===== src/hdl/gtg_regs.vh =====
// register offsets, fields, reset values and timing for the tone generator
`ifndef GTG_REGS_VH
`define GTG_REGS_VH
`define GTG_ADDR_AMPL      4'h0
`define GTG_ADDR_FREQ      4'h4
`define GTG_ADDR_DECAY     4'h8
`define GTG_ADDR_PRESC     4'hc
`define GTG_ACTIVE_BIT     7
`define GTG_MCA_BIT        7
`define GTG_RATE_MSB       2
`define GTG_FREQ_MSB       6
`define GTG_PRESC_RST      8'hff
`define GTG_FREQ_RST       7'h00
`define GTG_RATE_RST       3'h0
`define GTG_RATE_MAX       3'h5
`define GTG_AMP_W          13
`define GTG_DECAY_SHIFT    5
`endif


===== src/hdl/gtg_divider.v =====
// programmable divider producing a one-cycle enable pulse
`timescale 1ns/1ps
`default_nettype none
module gtg_divider #(
  parameter W = 8
) (
  // clock and reset
  input  wire         clk,
  input  wire         rstn,
  // control
  input  wire         run,
  input  wire         restart,
  input  wire [W-1:0] div,
  // output
  output reg          tick
);
  reg [W-1:0] cnt_ff;
  always @(posedge clk or negedge rstn) begin
    if (!rstn) begin
      cnt_ff <= {W{1'b0}};
      tick   <= 1'b0;
    end else if (!run || restart) begin
      cnt_ff <= {W{1'b0}};
      tick   <= 1'b0;
    end else if (cnt_ff >= div) begin
      // divide by div plus one; compare handles a shrunk divider
      cnt_ff <= {W{1'b0}};
      tick   <= 1'b1;
    end else begin
      cnt_ff <= cnt_ff + {{(W-1){1'b0}}, 1'b1};
      tick   <= 1'b0;
    end
  end
endmodule // gtg_divider
`default_nettype wire


===== src/hdl/gtg_pwm.v =====
// pwm slice: high for amplitude plus one trigger periods of each window
`timescale 1ns/1ps
`default_nettype none
module gtg_pwm (
  // clock and reset
  input  wire       clk,
  input  wire       rstn,
  // control
  input  wire       run,
  input  wire       restart,
  input  wire       trig,
  input  wire [7:0] level,
  input  wire [7:0] presc,
  // output
  output reg        pwm
);
  reg [7:0] ph_ff;
  always @(posedge clk or negedge rstn) begin
    if (!rstn) begin
      ph_ff <= 8'h00;
      pwm   <= 1'b0;
    end else if (!run || restart) begin
      ph_ff <= 8'h00;
      pwm   <= 1'b0;
    end else begin
      if (trig)
        ph_ff <= (ph_ff >= presc) ? 8'h00 : ph_ff + 8'h01;
      // saturates when level is at or above presc
      pwm <= (ph_ff <= level);
    end
  end
endmodule // gtg_pwm
`default_nettype wire


===== src/hdl/gtg_tone_generator.v =====
// tone generator top: wishbone registers, tone and decay engine
// Contract
// RQ1 - any amplitude write starts or stops tone
// RQ2 - writing zero stops tone, clears active
// RQ3 - nonzero write restarts tone at once
// RQ4 - status bit 7 reads active flag
// RQ5 - tone divides trigger by two times divider+1
// RQ6 - divider change applies to running tone
// RQ7 - decay control: mode bit7, rate bits2-0
// RQ8 - constant mode gives full non-decaying amplitude
// RQ9 - constant mode: written value sets duration only
// RQ10 - rates 0-5 update every 2^rate cycles
// RQ11 - rates 6,7 suppress all decrements
// RQ12 - software ends continuous tone by write
// RQ13 - rate change applies to running tone
// RQ14 - prescaler resets ones, divides by value+1
// RQ15 - software never writes prescaler zero
// RQ16 - each update subtracts one thirty-second
// RQ17 - stop when upper eight amplitude bits zero
// RQ18 - pwm width sets amplitude, saturating
// RQ19 - restart begins with low tone phase
// RQ20 - write-only registers read without side effect
`timescale 1ns/1ps
`default_nettype none
`include "gtg_regs.vh"
module gtg_tone_generator (
  // clock and reset
  input  wire        clk,
  input  wire        rstn,
  // wishbone slave
  input  wire        wb_cyc_i,
  input  wire        wb_stb_i,
  input  wire        wb_we_i,
  input  wire [3:0]  wb_adr_i,
  input  wire [31:0] wb_dat_i,
  input  wire [3:0]  wb_sel_i,
  output reg  [31:0] wb_dat_o,
  output reg         wb_ack_o,
  // speaker output
  output reg         tone_out
);
  // tone phase states
  localparam [1:0] PH_IDLE = 2'b00;
  localparam [1:0] PH_LOW  = 2'b01;
  localparam [1:0] PH_HIGH = 2'b10;

  // programmed registers
  reg  [7:0]  presc_ff;
  reg  [6:0]  freq_ff;
  reg  [2:0]  rate_ff;
  reg         mca_ff;

  // tone engine state
  reg         active_ff;
  reg  [12:0] amp_ff;
  reg  [1:0]  phase_ff;
  reg  [6:0]  hcnt_ff;
  reg  [4:0]  dcnt_ff;

  // next values
  reg  [12:0] nxt_amp;
  reg         nxt_active;
  reg  [1:0]  nxt_phase;
  reg  [6:0]  nxt_hcnt;
  reg  [4:0]  nxt_dcnt;
  reg  [31:0] nxt_rdata;

  // bus decode
  wire        req;
  wire        wr;
  wire        rd;
  wire        ampl_wr;
  wire        freq_wr;
  wire        decay_wr;
  wire        presc_wr;
  wire [7:0]  wr_byte;
  wire        wr_zero;

  // tone timing
  wire        trig;
  wire        pwm;
  wire        tone_high;
  wire        half_end;
  wire        cycle_end;
  wire        rate_live;
  wire        dec_evt;
  wire [12:0] dec_amp;
  wire        dec_done;
  wire [7:0]  pwm_level;

  // low dcnt bits that must all be ones before a decrement
  function [4:0] rate_mask;
    input [2:0] r;
    begin
      rate_mask = (5'h01 << r) - 5'h01;
    end
  endfunction

  // register address match, shared by the four write decodes; the read select uses its own case
  function addr_hit;
    input [3:0] adr;
    input [3:0] target;
    begin
      addr_hit = (adr == target);
    end
  endfunction

  // ack masks the request so one request gives one ack
  assign req      = wb_cyc_i & wb_stb_i & ~wb_ack_o;
  // writes need byte lane 0, other lanes carry nothing
  assign wr       = req & wb_we_i & wb_sel_i[0];
  assign rd       = req & ~wb_we_i;
  // RQ1 any amplitude write
  assign ampl_wr  = wr & addr_hit(wb_adr_i, `GTG_ADDR_AMPL);
  assign freq_wr  = wr & addr_hit(wb_adr_i, `GTG_ADDR_FREQ);
  assign decay_wr = wr & addr_hit(wb_adr_i, `GTG_ADDR_DECAY);
  assign presc_wr = wr & addr_hit(wb_adr_i, `GTG_ADDR_PRESC);

  // write data byte
  assign wr_byte  = wb_dat_i[7:0];
  assign wr_zero  = (wr_byte == 8'h00);

  // RQ14 trigger from prescaler
  // restart at the write edge, so no stale trigger follows it
  gtg_divider #(.W(8)) u_presc (
    .clk     (clk),
    .rstn    (rstn),
    .run     (active_ff),
    .restart (ampl_wr),
    .div     (presc_ff),
    .tick    (trig)
  );

  // RQ18 pwm width amplitude
  assign pwm_level = mca_ff ? 8'hff : amp_ff[12:5];
  // pwm window restarts with the tone as well
  gtg_pwm u_pwm (
    .clk     (clk),
    .rstn    (rstn),
    .run     (active_ff),
    .restart (ampl_wr),
    .trig    (trig),
    .level   (pwm_level),
    .presc   (presc_ff),
    .pwm     (pwm)
  );

  // RQ5 half period freq+1 triggers
  assign half_end  = trig & (hcnt_ff >= freq_ff);
  assign tone_high = (phase_ff == PH_HIGH);
  assign cycle_end = half_end & tone_high;
  // RQ11 rates 6 and 7 never decrement
  assign rate_live = (rate_ff <= `GTG_RATE_MAX);
  // RQ10 decrement every 2^rate cycles
  assign dec_evt   = cycle_end & rate_live &
                     ((dcnt_ff & rate_mask(rate_ff)) == rate_mask(rate_ff));
  // RQ16 subtract one thirty-second
  assign dec_amp   = amp_ff - (amp_ff >> `GTG_DECAY_SHIFT);
  // RQ17 stop when upper byte zero
  assign dec_done  = (dec_amp[12:5] == 8'h00);

  // RQ14 prescaler resets to all ones
  always @(posedge clk or negedge rstn) begin
    if (!rstn) begin
      presc_ff <= `GTG_PRESC_RST;
    end else if (presc_wr) begin
      presc_ff <= wr_byte;
    end
  end

  // RQ6 live divider change
  always @(posedge clk or negedge rstn) begin
    if (!rstn) begin
      freq_ff <= `GTG_FREQ_RST;
    end else if (freq_wr) begin
      freq_ff <= wb_dat_i[`GTG_FREQ_MSB:0];
    end
  end

  // RQ7 mode and rate fields
  always @(posedge clk or negedge rstn) begin
    if (!rstn) begin
      mca_ff  <= 1'b0;
      rate_ff <= `GTG_RATE_RST;
    end else if (decay_wr) begin
      mca_ff  <= wb_dat_i[`GTG_MCA_BIT];
      // RQ13 live rate change
      rate_ff <= wb_dat_i[`GTG_RATE_MSB:0];
    end
  end

  // amplitude engine
  // a write wins over a decrement in the same cycle
  always @* begin
    nxt_amp    = amp_ff;
    nxt_active = active_ff;
    if (ampl_wr) begin
      // RQ2 zero stops at once
      // RQ3 nonzero restarts with new amplitude
      nxt_amp    = {wr_byte, 5'h00};
      nxt_active = ~wr_zero;
    end else if (active_ff && dec_evt) begin
      // RQ9 decay runs in constant mode, sets duration only
      nxt_amp    = dec_amp;
      nxt_active = ~dec_done;
    end
  end

  // tone phase: low and high halves of the square wave
  always @* begin
    nxt_phase = phase_ff;
    nxt_hcnt  = hcnt_ff;
    nxt_dcnt  = dcnt_ff;
    if (ampl_wr || !nxt_active) begin
      // RQ19 restart begins with low phase
      if (nxt_active)
        nxt_phase = PH_LOW;
      else
        nxt_phase = PH_IDLE;
      nxt_hcnt  = 7'h00;
      nxt_dcnt  = 5'h00;
    end else if (trig) begin
      nxt_hcnt = half_end ? 7'h00 : hcnt_ff + 7'h01;
      if (cycle_end)
        nxt_dcnt = dcnt_ff + 5'h01;
      case (phase_ff)
        PH_LOW: begin
          if (half_end)
            nxt_phase = PH_HIGH;
        end
        PH_HIGH: begin
          if (half_end)
            nxt_phase = PH_LOW;
        end
        // idle while active cannot occur; fall back to low
        default: nxt_phase = PH_LOW;
      endcase
    end
  end

  // amplitude and flag registers
  always @(posedge clk or negedge rstn) begin
    if (!rstn) begin
      amp_ff    <= 13'h0000;
      active_ff <= 1'b0;
    end else begin
      amp_ff    <= nxt_amp;
      active_ff <= nxt_active;
    end
  end

  // phase and counter registers
  always @(posedge clk or negedge rstn) begin
    if (!rstn) begin
      phase_ff <= PH_IDLE;
      hcnt_ff  <= 7'h00;
      dcnt_ff  <= 5'h00;
    end else begin
      phase_ff <= nxt_phase;
      hcnt_ff  <= nxt_hcnt;
      dcnt_ff  <= nxt_dcnt;
    end
  end

  // RQ8 constant mode: full pwm
  // registered so the speaker pin never glitches
  always @(posedge clk or negedge rstn) begin
    if (!rstn) begin
      tone_out <= 1'b0;
    end else begin
      tone_out <= active_ff & tone_high & pwm;
    end
  end

  // read data select; undefined status bits read zero
  always @* begin
    nxt_rdata = 32'h00000000;
    case (wb_adr_i)
      `GTG_ADDR_AMPL: begin
        // RQ4 active flag on read
        nxt_rdata[`GTG_ACTIVE_BIT] = active_ff;
      end
      // RQ20 write-only reads zero, no effect
      `GTG_ADDR_FREQ:  nxt_rdata = 32'h00000000;
      `GTG_ADDR_DECAY: nxt_rdata = 32'h00000000;
      `GTG_ADDR_PRESC: nxt_rdata = 32'h00000000;
      default:         nxt_rdata = 32'h00000000;
    endcase
  end

  // wishbone answer: ack one cycle after the request is taken
  // unmapped addresses answer too, so a master never hangs
  always @(posedge clk or negedge rstn) begin
    if (!rstn) begin
      wb_ack_o <= 1'b0;
      wb_dat_o <= 32'h00000000;
    end else begin
      wb_ack_o <= req;
      // data stands with ack only, zero otherwise
      wb_dat_o <= rd ? nxt_rdata : 32'h00000000;
    end
  end
endmodule // gtg_tone_generator
`default_nettype wire


===== config.mk =====
export PLATFORM = sky130hd
export DESIGN_NAME = gtg_tone_generator
export DESIGN_NICKNAME = d
export VERILOG_FILES = /design/src/hdl/gtg_divider.v /design/src/hdl/gtg_pwm.v /design/src/hdl/gtg_tone_generator.v
export VERILOG_INCLUDE_DIRS = /design/src /design/src/hdl
export SDC_FILE = /design/constraint.sdc
export NUM_CORES = 1
export LEC_CHECK = 0
export BUFFER_PORTS_ARGS = -buffer_cell sky130_fd_sc_hd__buf_2
export CORE_MARGIN = 5
export CORE_UTILIZATION = 57
export DETAILED_ROUTE_END_ITERATION = 10
export HOLD_SLACK_MARGIN = 0.05
export PLACE_DENSITY = 0.92
export SYNTH_ARGS = -nofsm -noshare
export SYNTH_HDL_FRONTEND = slang
export SYNTH_SLANG_ARGS = --single-unit

===== constraint.sdc =====
create_clock -name clk -period 3.49 [get_ports clk]
set_clock_uncertainty 0.15 [all_clocks]
set_input_delay 1.047 -clock clk [delete_from_list [all_inputs] [get_ports clk]]
set_output_delay 1.047 -clock clk [all_outputs]
set_load 0.05 [all_outputs]

# Word level (Yosys, flattened, before mapping)
# Cells that the tools add are included.
[totals]
ff_bits = 75
inputBits = 45
out_inout_bits = 34
[classes]
shifts = 1
n_eq_ne = 8
mux = 27
reduce_logical = 14
magnitude_cmp = 5
n_addsub = 6
bitwise_logic = 20
[ops]
columns = ["op", "n"]
rows = [
  ["$mux W8", 7],
  ["$mux W13", 2],
  ["$mux W7", 3],
  ["$add A8 B1 Y8 const B", 2],
  ["$ge A8 B8 Y1", 2],
  ["$logic_not A8 Y1", 2],
  ["$and A1 B1 Y1", 15],
  ["$mux W5", 3],
  ["$sub A13 B8 Y13", 1],
  ["$eq A4 B4 Y1 const B", 2],
  ["$le A8 B8 Y1", 1],
  ["$mux W2", 4],
  ["$reduce_bool A2 Y1", 4],
  ["$add A7 B1 Y7 const B", 1],
  ["$ge A7 B7 Y1", 1],
  ["$mux W1", 7],
  ["$add A5 B1 Y5 const B", 1],
  ["$and A5 B5 Y5", 1],
  ["$eq A5 B5 Y1", 1],
  ["$shl A1 B3 Y5 const A", 1],
  ["$sub A5 B1 Y5 const B", 1],
  ["$eq A4 B3 Y1 const B", 1],
  ["$logic_not A4 Y1", 1],
  ["$not A1 Y1", 4],
  ["11 further kinds", 13],
]

# Logic depth before layout (Yosys ltp)
[logic_depth]
ltp_word = 12
depth_mapped = 11
depth_no_buf = 10

# Hierarchy
# Synthesis repeated with hierarchy kept, for this count alone.
[hier_totals]
cells_unflattened = 531
area_unflattened_um2 = 4838.4
[by_module_without_submodules]
columns = ["mod", "cells_each", "n_inst", "seq_area_each_um2", "area_per_inst_um2"]
rows = [
  ["gtg_tone_generator", 360, 1, 1261.2, 3280.6],
  ["gtg_pwm", 111, 1, 225.2, 913.4],
  ["gtg_divider", 60, 1, 225.2, 644.4],
]

# Worst setup path after synthesis
# Ideal clock, no wire load.
[synth_timing]
path_kind = "input port to flip-flop"
start = "input wb_stb_i"
end = "register u_pwm.ph_ff[5]"
setup_slack_ns = 0.484
stages = 8
setup_time_ns = 0.077
n_path_buf = 2
arrival_ns = 2.779
required_time_ns = 3.263
cell_sequence = "and3b_1 -> and4_1 -> clkbuf_1 -> nand2b_1 -> a2111oi_1 -> clkbuf_1 -> o21ai_0 -> a21oi_1"
[synth_between]
elab_chain_len = 7
[synth_rtl]
columns = ["item", "line_no", "text"]
rows = [
  ["from (decl)", "gtg_tone_generator.v:32", "input wire wb_stb_i,"],
  ["$and A1 B1 Y1 (*) (2 in series)", "gtg_tone_generator.v:109", "assign req = wb_cyc_i & wb_stb_i & ~wb_ack_o;"],
  ["$and A1 B1 Y1 (*) (2 in series)", "gtg_tone_generator.v:111", "assign wr = req & wb_we_i & wb_sel_i[0];"],
  ["$and A1 B1 Y1 (*)", "gtg_tone_generator.v:114", "assign ampl_wr = wr & addr_hit(wb_adr_i, `GTG_ADDR_AMPL);"],
  ["$logic_or A1 B1 Y1 (*)", "gtg_pwm.v:22", "end else if (!run || restart) begin"],
  ["$mux W8 or $reduce_bool A2 Y1 (tied branches)", "-", ""],
  ["to (signal assigned)", "gtg_pwm.v:27", "ph_ff <= (ph_ff >= presc) ? 8'h00 : ph_ff + 8'h01;"],
  ["to (decl)", "gtg_pwm.v:17", "reg [7:0] ph_ff;"],
]
# Mark *: on every way between the ends. The rest lies on a longest branch, timed or not.
# A chain may end at the register's enable or synchronous reset.

# Worst setup path after layout
[layout_timing]
start = "register rate_ff[2]"
end = "register amp_ff[4]"
[layout_between]
elab_chain_len = 7
[layout_rtl]
columns = ["item", "line_no", "text"]
rows = [
  ["from (decl)", "gtg_tone_generator.v:50", "reg [2:0] rate_ff;"],
  ["from (signal assigned)", "gtg_tone_generator.v:184", "rate_ff <= `GTG_RATE_RST;"],
  ["from (signal assigned)", "gtg_tone_generator.v:188", "rate_ff <= wb_dat_i[`GTG_RATE_MSB:0];"],
  ["$shl A1 B3 Y5", "gtg_tone_generator.v:95", "rate_mask = (5'h01 << r) - 5'h01;"],
  ["$sub A5 B1 Y5", "gtg_tone_generator.v:95", ""],
  ["$and A5 B5 Y5", "gtg_tone_generator.v:156", "((dcnt_ff & rate_mask(rate_ff)) == rate_mask(rate_ff));"],
  ["$eq A5 B5 Y1", "gtg_tone_generator.v:156", ""],
  ["$and A1 B1 Y1 (*)", "gtg_tone_generator.v:155", "assign dec_evt = cycle_end & rate_live &"],
  ["$logic_and A1 B1 Y1 (*)", "gtg_tone_generator.v:202", "end else if (active_ff && dec_evt) begin"],
  ["$reduce_bool A2 Y1 (no line) (*)", "-", ""],
  ["to (signal assigned)", "gtg_tone_generator.v:247", "amp_ff <= nxt_amp;"],
  ["to (decl)", "gtg_tone_generator.v:55", "reg [12:0] amp_ff;"],
]
# Marked as above.

==> flow_metrics.py <==
metrics = {
    "run_status": {
        "status": "completed",
    },
    "power_and_ir_drop": {
        "ir_worst_vdd_mv": 0.215,
        "p_per_area_nw_per_um2": 453,
        "p_leak_uw": 0.00234,
    },
    "setup_path": {
        "slowest_stage": "or4b_2",
        "critPathKind": "flop to flop",
        "path_max_fanout": 21,
        "startpoint_type": "flop",
        "cp_data_required_time_ns": 3.57,
        "crit_arrival_ns": 3.30,
        "max_stage_delay_ns": 0.66,
        "cp-end-kind": "flop",
        "crit_chain": "or3_4 > ha_1 > or4b_2 > a31oi_1 > a2111oi_4 > nand3_2 > and3b_1 > a21oi_1 > nor2_1",
    },
    "logic_synthesis": {
        "synth.area.top_cells": "dfrtp_1 (32%), ha_1 (12%), buf_4 (5.0%), dfstp_2 (4.5%), nor2_1 (4.2%)",
        "ys_ff_latch": 68,
        "synth.distinct_cells": 62,
        "syn_avg_cell_area_um2": 9.13,
        "synth_enable_flop_cells": 0,
        "synthCells": 509,
        "async_flop_share_pct": 100,
        "synth_seq_area_share_pct": 36.8,
        "synth_top_area_share_pct": 32.3,
        "synth_top_cell_by_area": "dfrtp_1",
        "synth_ff_type": "dfrtp_1",
        "synth_warnings": 0,
        "syn-cell-area_um2": 4650,
    },
    "global_routing": {
        "grt_max_degree": 69,
        "track_usage_pct": 22.1,
        "gr-total-overflow": 0,
        "grt_pass1_vias": 3823,
        "antenna_found_initial": 0,
        "grt_first_pass_wirelength_um": 17700,
    },
    "finish": {
        "fin_area_um2": 5040,
        "antennaDiodeCount": 0,
        "final_common_cell": "dfrtp_1",
        "final_nets": 625,
        "syn2layout_area_growth_pct": 8.51,
        "drive_gt1_share_pct": 15.2,
        "final_cell_mix": "dfrtp_1 (60), nor2_1 (52), ha_1 (44), nand2_1 (39)",
        "num-fill-cells": 615,
    },
    "sta": {
        "min_period_ns": 3.22,
        "finalHoldViolCount": 0,
        "clock.fmax_ghz": 0.310,
        "slew_headroom_pct": 61.8,
        "setup_tns_ns": 0,
        "drv_slew": 0,
        "setup_viol": 0,
        "finalCritPeriodShare_pct": 92.3,
        "worstMarginPinSlew_ns": 0.567,
        "rsz0062_at_grt": "false",
    },
    "clocking": {
        "cts_buffer_depth": 2,
        "cts_root_buffer": "clkbuf_8",
        "cts_tree": "done",
        "cts_buffers": 9,
        "path_clk_slew_ns": 0.08,
        "htree_levels": 3,
        "ctsResizeCount": 0,
        "clk_latency_ns": 0.35,
        "cts_num_sinks": 68,
        "postCtsHoldBufs": 0,
        "cts_setup_buffers": 0,
    },
    "route": {
        "drt_iter0_markers": 245,
        "via_per_inst": 5.98,
        "vias": 3857,
        "wl_met1_um": 4150,
        "dr.pass1.iters": 5,
        "ant_nets": 0,
        "top_layer": "met4",
        "drt-wirelength-per-cell_um": 16.6,
        "wl_met2_um": 5370,
        "wl_um": 10700,
        "drc": 0,
        "routed-wl-met3_um": 807,
    },
    "flow_run": {
        "maxCapViolations": 0,
    },
    "die": {
        "core_area_um2": 8090,
        "die_w_um": 100,
        "start_util_pct": 57.4,
        "rows": 33,
        "dieArea_um2": 10100,
        "ios": 79,
        "die_h_um": 100,
    },
    "placed_design": {
        "port_buffers": 20,
        "placedInstanceArea_um2": 4790,
        "place.gp.congestion": 0.818,
        "place_hpwl_um": 7520,
    },
    "worst_hold_path": {
        "hp-class": "flop to flop",
    },
}
cell usage after synthesis, types with 8 or more instances:
cell type / instances
xnor2_1: 13
mux2_2: 14
clkbuf_1: 12
inv_1: 31
ha_1: 44
dfstp_2: 8
nor2b_1: 11
nand2b_1: 8
dfrtp_1: 60
a21o_1: 8
nor2_1: 52
buf_4: 31
nand2_1: 39
o21ai_0: 31
a21oi_1: 27
nand3_1: 20
state kept, by name, indices dropped and copies added (netlist names), 2 cells and up:
| register | flops |
|---|---|
| u_pwm.ph_ff | 8 |
| freq_ff | 7 |
| presc_ff | 8 |
| amp_ff | 13 |
| u_presc.cnt_ff | 8 |
| rate_ff | 3 |
| hcnt_ff | 7 |
| dcnt_ff | 5 |
| phase_ff | 2 |
power by group:
group | internal [uW] | total [uW] | switching [uW]
combinational | 211 | 581 | 370
clock | 494 | 821 | 326
sequential | 836 | 885 | 48.9
total | 1540 | 2290 | 746
cell families after synthesis:
group	after synthesis	share of synthesized area [%]
mux	15	3.61
simple gates	178	19.7
fa+ha+maj	45	12.3
xor+xnor	20	3.77
buf+inv	75	8.59
other cells	1	0.0807
compound gates	107	15.1
flops	68	36.8
worst max-delay path: cells and delay by family (launching register included):
kind | cells | cell delay (ns)
AOI/OAI and AO/OA | 3 | 0.49
adders and majority gates | 1 | 0.25
DFF | 1 | 0.45
and+or+nand+nor | 5 | 1.75
through the flow:
step                total power [uW]  hold slack [ns]  instances  setup slack, ns  util [%]
floorplan                       1340            0.308        539            0.484         -
global placement                1430            0.338        629            0.376      59.2
detailed placement              1460            0.339        629            0.307      59.2
CTS                             2270            0.359        645            0.279      62.3
global route                    2390            0.372        645           0.0984      62.3
finish                          2290            0.359        645            0.269      62.3
cell type report:
class	count	area, um^2	area share, %
Inverter	31	116	2.31
Multi-Input combinational cell	396	2660	52.6
Clock buffer	10	138	2.73
Timing Repair Buffer	29	180	3.57
Sequential cell	68	1710	33.9
Clock inverter	6	111	2.21
Tap cell	105	131	2.60
path summary, 6_finish.rpt:
path	startpoint	end	slack (ns)	cells past startpoint
worst max-delay path	rate_ff[2]$_DFFE_PN0P_	amp_ff[4]$_DFFE_PN0P_	0.27	9
worst min-delay path	u_presc.cnt_ff[0]$_DFF_PN0_	u_presc.cnt_ff[0]$_DFF_PN0_	0.36	1
worst max register to register	rate_ff[2]$_DFFE_PN0P_	amp_ff[4]$_DFFE_PN0P_	0.27	9
worst min register to register	u_presc.cnt_ff[0]$_DFF_PN0_	u_presc.cnt_ff[0]$_DFF_PN0_	0.36	1
max in group asynchronous	rstn	presc_ff[7]$_DFFE_PN1P_	2.24	2
min in group asynchronous	rstn	amp_ff[4]$_DFFE_PN0P_	0.62	2
per-layer routing:
metal	up-vias	GRT usage (%)
li1	1783	-
met1	1849	26.1
met2	177	39.0
met3	48	4.66
met4	0	8.70
met5	-	0
(Power assumes the default switching activity.)
